**config.mk**
```make
export PLATFORM = sky130hd
export DESIGN_NAME = pcr_top
export DESIGN_NICKNAME = d
export VERILOG_FILES = /design/src/pkg/pcr_pkg.sv /design/src/pkg/pcr_baud_if.sv /design/src/rtl/pcr_top.sv /design/src/rtl/pcr_baud.sv
export VERILOG_INCLUDE_DIRS = /design/src /design/src/pkg
export SDC_FILE = /design/constraint.sdc
export NUM_CORES = 1
export LEC_CHECK = 0
export ABC_AREA = 1
export BUFFER_PORTS_ARGS = -buffer_cell sky130_fd_sc_hd__buf_2
export CAP_MARGIN = 20
export CORE_ASPECT_RATIO = 0.75
export CORE_MARGIN = 10
export CORE_UTILIZATION = 35
export DETAILED_ROUTE_END_ITERATION = 7
export PLACE_DENSITY = 0.78
export SYNTH_ARGS = -nofsm -noshare
export SYNTH_HDL_FRONTEND = slang
export SYNTH_SLANG_ARGS = --single-unit
export TNS_END_PERCENT = 20
```
**constraint.sdc**
```tcl
create_clock -name pclk -period 1 [get_ports pclk]
set_input_delay 0.25 -clock pclk [delete_from_list [all_inputs] [get_ports pclk]]
set_output_delay 0.25 -clock pclk [all_outputs]
set_load 0.01 [all_outputs]
```
**src/pkg/pcr_params.svh**
```systemverilog
`ifndef PCR_PARAMS_SVH
`define PCR_PARAMS_SVH

// Register index and byte address on the APB side
`define PCR_INDEX 10'h087
`define PCR_ADDR {`PCR_INDEX, 2'b00}
`define PCR_ADDR_W 12

// Field positions inside the power control byte
`define PCR_POS_PMODE_LSB 0
`define PCR_POS_PMODE_MSB 1
`define PCR_POS_FLAG0 2
`define PCR_POS_FLAG1 3
`define PCR_POS_BO_IRQ_EN 4
`define PCR_POS_RESERVED 5
`define PCR_POS_FE_SEL 6
`define PCR_POS_BAUD_DBL 7

// Reset values
`define PCR_RESET_VAL 8'h00
`define PCR_RDATA_RESET 32'h0000_0000

`endif

```
**src/pkg/pcr_pkg.sv**
```systemverilog
`default_nettype none

package pcr_pkg;

  typedef struct packed {
    logic baud_double;
    logic framing_error_location_sel;
    logic brownout_irq_enable;
    logic user_flag_one;
    logic user_flag_zero;
    logic power_reduction_mode_msb;
    logic power_reduction_mode_lsb;
    logic [31:0] rdata;
    logic bod_meta;
    logic bod_sync;
    logic bo_irq;
  } pcr_state_s;

  typedef struct packed {
    logic half;
    logic tick;
  } pcr_baud_s;

endpackage

`default_nettype wire

```
**src/pkg/pcr_baud_if.sv**
```systemverilog
`timescale 1ns/1ps
`default_nettype none

interface pcr_baud_if;
  logic overflow;
  logic baud_src;
  logic double_rate;
  logic tick;

  modport ctrl
  (
    output overflow,
    output baud_src,
    output double_rate,
    input tick
  );

  modport div
  (
    input overflow,
    input baud_src,
    input double_rate,
    output tick
  );
endinterface

`default_nettype wire

```
**src/rtl/pcr_top.sv**
```systemverilog
`timescale 1ns/1ps
`include "pcr_params.svh"
`default_nettype none

module pcr_top
  import pcr_pkg::*;
(
  input wire logic pclk,
  input wire logic presetn,
  input wire logic psel,
  input wire logic penable,
  input wire logic pwrite,
  input wire logic [`PCR_ADDR_W-1:0] paddr,
  input wire logic [31:0] pwdata,
  input wire logic [3:0] pstrb,
  output logic [31:0] prdata,
  output logic pready,
  output logic pslverr,
  input wire logic brownout_detect,
  output logic brownout_irq,
  output logic [1:0] power_reduction_mode,
  input wire logic serial_control_reg_bit7_wr,
  input wire logic uart_mode_bit,
  input wire logic framing_error_flag,
  output logic uart_mode_bit_wr,
  output logic framing_error_flag_wr,
  output logic serial_control_reg_bit7_rdata,
  input wire logic timer1_overflow,
  input wire logic timer1_baud_src,
  output logic uart_baud_tick
);

  localparam logic [7:0] RST = `PCR_RESET_VAL;

  localparam pcr_state_s ST_RESET = '{
    baud_double: RST[`PCR_POS_BAUD_DBL],
    framing_error_location_sel: RST[`PCR_POS_FE_SEL],
    brownout_irq_enable: RST[`PCR_POS_BO_IRQ_EN],
    user_flag_one: RST[`PCR_POS_FLAG1],
    user_flag_zero: RST[`PCR_POS_FLAG0],
    power_reduction_mode_msb: RST[`PCR_POS_PMODE_MSB],
    power_reduction_mode_lsb: RST[`PCR_POS_PMODE_LSB],
    rdata: `PCR_RDATA_RESET,
    bod_meta: 1'b0,
    bod_sync: 1'b0,
    bo_irq: 1'b0
  };

  function automatic logic pcr_hit(input logic [`PCR_ADDR_W-1:0] addr);
    pcr_hit = (addr == `PCR_ADDR);
  endfunction

  // Reserved bit always reads back as zero
  function automatic logic [7:0] pcr_pack(input pcr_state_s s);
    logic [7:0] b;
    b = 8'h00;
    b[`PCR_POS_PMODE_LSB] = s.power_reduction_mode_lsb;
    b[`PCR_POS_PMODE_MSB] = s.power_reduction_mode_msb;
    b[`PCR_POS_FLAG0] = s.user_flag_zero;
    b[`PCR_POS_FLAG1] = s.user_flag_one;
    b[`PCR_POS_BO_IRQ_EN] = s.brownout_irq_enable;
    b[`PCR_POS_FE_SEL] = s.framing_error_location_sel;
    b[`PCR_POS_BAUD_DBL] = s.baud_double;
    pcr_pack = b;
  endfunction

  pcr_state_s st;
  pcr_state_s next_st;
  logic setup_phase;
  logic access_phase;
  logic reg_write;

  assign setup_phase = psel && !penable;
  assign access_phase = psel && penable;
  // Byte lane 0 carries the whole register; other lanes are don't care
  assign reg_write = access_phase && pwrite && pcr_hit(paddr) && pstrb[0];

  always_comb
  begin
    next_st = st;
    // Brownout comparator is asynchronous to pclk
    next_st.bod_meta = brownout_detect;
    next_st.bod_sync = st.bod_meta;
    if (reg_write)
    begin
      next_st.power_reduction_mode_lsb = pwdata[`PCR_POS_PMODE_LSB];
      next_st.power_reduction_mode_msb = pwdata[`PCR_POS_PMODE_MSB];
      next_st.user_flag_zero = pwdata[`PCR_POS_FLAG0];
      next_st.user_flag_one = pwdata[`PCR_POS_FLAG1];
      next_st.brownout_irq_enable = pwdata[`PCR_POS_BO_IRQ_EN];
      next_st.framing_error_location_sel = pwdata[`PCR_POS_FE_SEL];
      next_st.baud_double = pwdata[`PCR_POS_BAUD_DBL];
    end
    // Read data captured in setup so it comes from a flop in access
    if (setup_phase)
    begin
      if (pcr_hit(paddr) && !pwrite)
        next_st.rdata = {24'h000000, pcr_pack(st)};
      else
        next_st.rdata = `PCR_RDATA_RESET;
    end
    next_st.bo_irq = st.bod_sync && st.brownout_irq_enable;
  end

  always_ff @(posedge pclk or negedge presetn)
  begin
    if (!presetn)
      st <= ST_RESET;
    else
      st <= next_st;
  end

  // Zero wait states; unmapped addresses answer with an error
  assign pready = 1'b1;
  assign pslverr = access_phase && !pcr_hit(paddr);
  assign prdata = st.rdata;

  assign brownout_irq = st.bo_irq;

  assign power_reduction_mode = {st.power_reduction_mode_msb, st.power_reduction_mode_lsb};

  assign uart_mode_bit_wr = serial_control_reg_bit7_wr && !st.framing_error_location_sel;
  assign framing_error_flag_wr = serial_control_reg_bit7_wr && st.framing_error_location_sel;
  // Read mux is combinational so the core sees bit 7 in its own read cycle
  assign serial_control_reg_bit7_rdata = st.framing_error_location_sel ? framing_error_flag : uart_mode_bit;

  pcr_baud_if baud_bus();

  assign baud_bus.overflow = timer1_overflow;
  assign baud_bus.baud_src = timer1_baud_src;
  assign baud_bus.double_rate = st.baud_double;
  assign uart_baud_tick = baud_bus.tick;

  pcr_baud u_baud
  (
    .pclk(pclk),
    .presetn(presetn),
    .bi(baud_bus.div)
  );
endmodule

`default_nettype wire

```
**src/rtl/pcr_baud.sv**
```systemverilog
`timescale 1ns/1ps
`default_nettype none

module pcr_baud
  import pcr_pkg::*;
(
  input wire logic pclk,
  input wire logic presetn,
  pcr_baud_if.div bi
);

  pcr_baud_s st;
  pcr_baud_s next_st;

  always_comb
  begin
    next_st = st;
    next_st.tick = 1'b0;
    if (bi.baud_src && bi.overflow)
    begin
      if (bi.double_rate)
        next_st.tick = 1'b1;
      else
      begin
        next_st.tick = st.half;
        next_st.half = ~st.half;
      end
    end
  end

  always_ff @(posedge pclk or negedge presetn)
  begin
    if (!presetn)
      st <= '0;
    else
      st <= next_st;
  end

  assign bi.tick = st.tick;
endmodule

`default_nettype wire

```
==> impl_metrics.json <==
{
  "syn_inst": 159,
  "design_area_um2": 1590,
  "p_leak_nw": 0.938,
  "hold_class": "input port to flip-flop",
  "arrival_ps": 980,
  "core-area_um2": 3360,
  "die_y_um": 71.7,
  "antenna_found_initial": 0,
  "drv_cap": 0,
  "status": "finished with violations",
  "post-route-min-period_ps": 1230,
  "fin_ws_ps": -234,
  "dp_cells": 237,
  "violations": "negative setup slack",
  "io-pin-count": 100,
  "power_density_nw_per_um2": 990,
  "worstSetupStartpointType": "flip-flop",
  "clkLatencyLatePin_ps": 250,
  "gp_congestion": 0.765,
  "cts_buffers": 3,
  "rsz0062_at_grt": "yes",
  "n_antenna_cell": 0,
  "setup_viol": 20,
  "critPathMaxFanout": 5,
  "pwr-share-clk_pct": 33.2,
  "via_per_inst": 4.06,
  "drive_gt1_share_pct": 40.4,
  "cts.sinks": 19,
  "seqPwrFrac_pct": 50.0,
  "gr-total-overflow": 0,
  "nets": 268,
  "cts_buffer_depth": 2,
  "clk_pin_slew_ps": 70,
  "area_growth_pct": 27.8,
  "grt_max_degree": 20,
  "holdWs_ps": 100,
  "cp.required_ps": 750,
  "layout_common_cells": "nand2_1 (36), buf_2 (34), conb_1 (26)",
  "portBuffers": 45,
  "firstDrtPassIters": 4,
  "num_rows": 18,
  "ys_types": 18,
  "htree_levels": 1,
  "hold_viol": 0,
  "grt_pass1_vias": 1032,
  "peakVddDrop_v": 0.000648,
  "final_cells": 248,
  "fin_tns_setup_ps": -1260,
  "finalClockSkew_ps": 2.02,
  "drt-wirelength-per-cell_um": 11.4,
  "grt_usage_pct": 8.48,
  "power.total_mw": 1.58,
  "power.internal_mw": 1.17,
  "ant_nets": 0,
  "syn_area_um2": 1250,
  "dp_hpwl_um": 2370,
  "tritoncts": "yes",
  "drt-total-wl_um": 2830,
  "ys_ff_latch": 19,
  "grt_first_pass_wirelength_um": 4490,
  "fmax_ghz": 0.810,
  "critPathCaptureType": "output port",
  "dpl_cell_area_um2": 1380,
  "root_buffer": "clkbuf_8",
  "via_count": 1006,
  "min_period_over_period_pct": 123,
  "layout_commonest_cell": "nand2_1",
  "ys_seq_area_share_pct": 38.1,
  "die_x_um": 88.9,
  "dieArea_um2": 6380,
  "combPwrFrac_pct": 16.7,
  "drt_iter0_drc": 36,
  "yosys_warnings": 0,
  "drcViolationCount": 0,
  "switching_share_pct": 25.8,
  "worstSetupPathType": "flip-flop to output port",
  "drv_slew": 0,
  "start_util_pct": 37.2,
  "avgSynthCellArea_um2": 7.85,
  "p_switching_uw": 407
}
==> cell families (layout without fill, tap and decap cells) <==
group | after synthesis | count (layout) | share of synthesized area (%)
buffers and inverters | 55 | 80 | 27.5
flip-flops | 19 | 19 | 38.1
AO/OA/AOI/OAI | 2 | 2 | 1.00
other | 2 | 26 | 0.602
AND/OR/NAND/NOR | 81 | 81 | 32.8
==> stage by stage <==
step	util [%]	worst slack [ps]
3_5_place_dp	41.2	-245
4_1_cts	44.8	-237
6_report	47.5	-234
5_1_grt	47.5	-304
2_1_floorplan	-	-26.9
3_3_place_gp	41.2	-217
==> Yosys cell counts, drive strengths merged <==
library cell | count | share of area [%]
conb | 2 | 0.60
dfrtp | 19 | 38
buf | 37 | 22
nand2 | 44 | 14
inv | 18 | 5.4
a22oi | 1 | 0.60
nand3 | 2 | 1.8
nor2 | 20 | 9.4
and2 | 1 | 0.50
a21oi | 1 | 0.40
nand4 | 14 | 7.0
==> repair_timing <==
| item | 4_1_cts | 5_1_grt |
|---|---|---|
| gates resized for setup | 9 | 19 |
| hold endpoints to repair | 19 | 0 |
| gates cloned | 0 | 0 |
| hold buffers | 1 | 0 |
| pin swaps | 5 | 6 |
| endpoints found under the setup margin | 14 | 23 |
| buffers inserted | 4 | 2 |
==> state kept, by name, summed over array words and instances (netlist names) <==
register and cells:
power_reduction_mode 2, prdata 7, u_baud.bi.tick 1, next_st 1
baud_bus.double_rate 1, brownout_irq 1, u_baud.st 1, st 5
==> cell type report <==
| type | instances | area [um2] |
|---|---|---|
| Clock buffer | 4 | 45.0 |
| Fill cell | 332 | 1760 |
| Inverter | 18 | 75.1 |
| Multi-Input combinational cell | 109 | 554 |
| Sequential cell | 19 | 475 |
| Tap cell | 40 | 50.0 |
| Timing Repair Buffer | 58 | 394 |
==> per-layer routing <==
| layer | GRT usage [%] | wire (um) | vias to the layer above |
|---|---|---|---|
| met2 | 14.5 | 1460 | 35 |
| li1 | - | - | 528 |
| met1 | 9.39 | 1090 | 441 |
| met4 | 3.17 | 23 | 0 |
| met3 | 3.05 | 258 | 2 |
| met5 | 0 | 0 | - |
==> power groups by stage <==
| stage | registers (mW) | clock network, mW | logic [mW] |
|---|---|---|---|
| 2_1_floorplan | 0.805 | 0 | 0.192 |
| 3_3_place_gp | 0.803 | 0 | 0.216 |
| 3_5_place_dp | 0.804 | 0 | 0.221 |
| 4_1_cts | 0.789 | 0.536 | 0.236 |
| 5_1_grt | 0.790 | 0.581 | 0.293 |
| 6_report | 0.790 | 0.525 | 0.264 |
==> path summary, 6_finish.rpt <==
path                            startpoint                            end  slack (ps)  depth (start not counted)
max                                 st[40]  serial_control_reg_bit7_rdata        -230                          4
min                        brownout_detect                     next_st[1]         100                          1
max reg2reg                         st[40]                      prdata[6]          90                          5
min reg2reg                     next_st[1]                          st[1]         350                          0
max in group asynchronous          presetn                     next_st[1]         250                          2
min in group asynchronous          presetn                      prdata[0]         460                          2
==> critical path, stage by stage (launching register included) <==
cell	delay, ps
dfrtp_1	430
inv_2	80
nand2_1	50
nand2_1	50
buf_2	120
No activity file was read; power rests on OpenSTA's default activity.
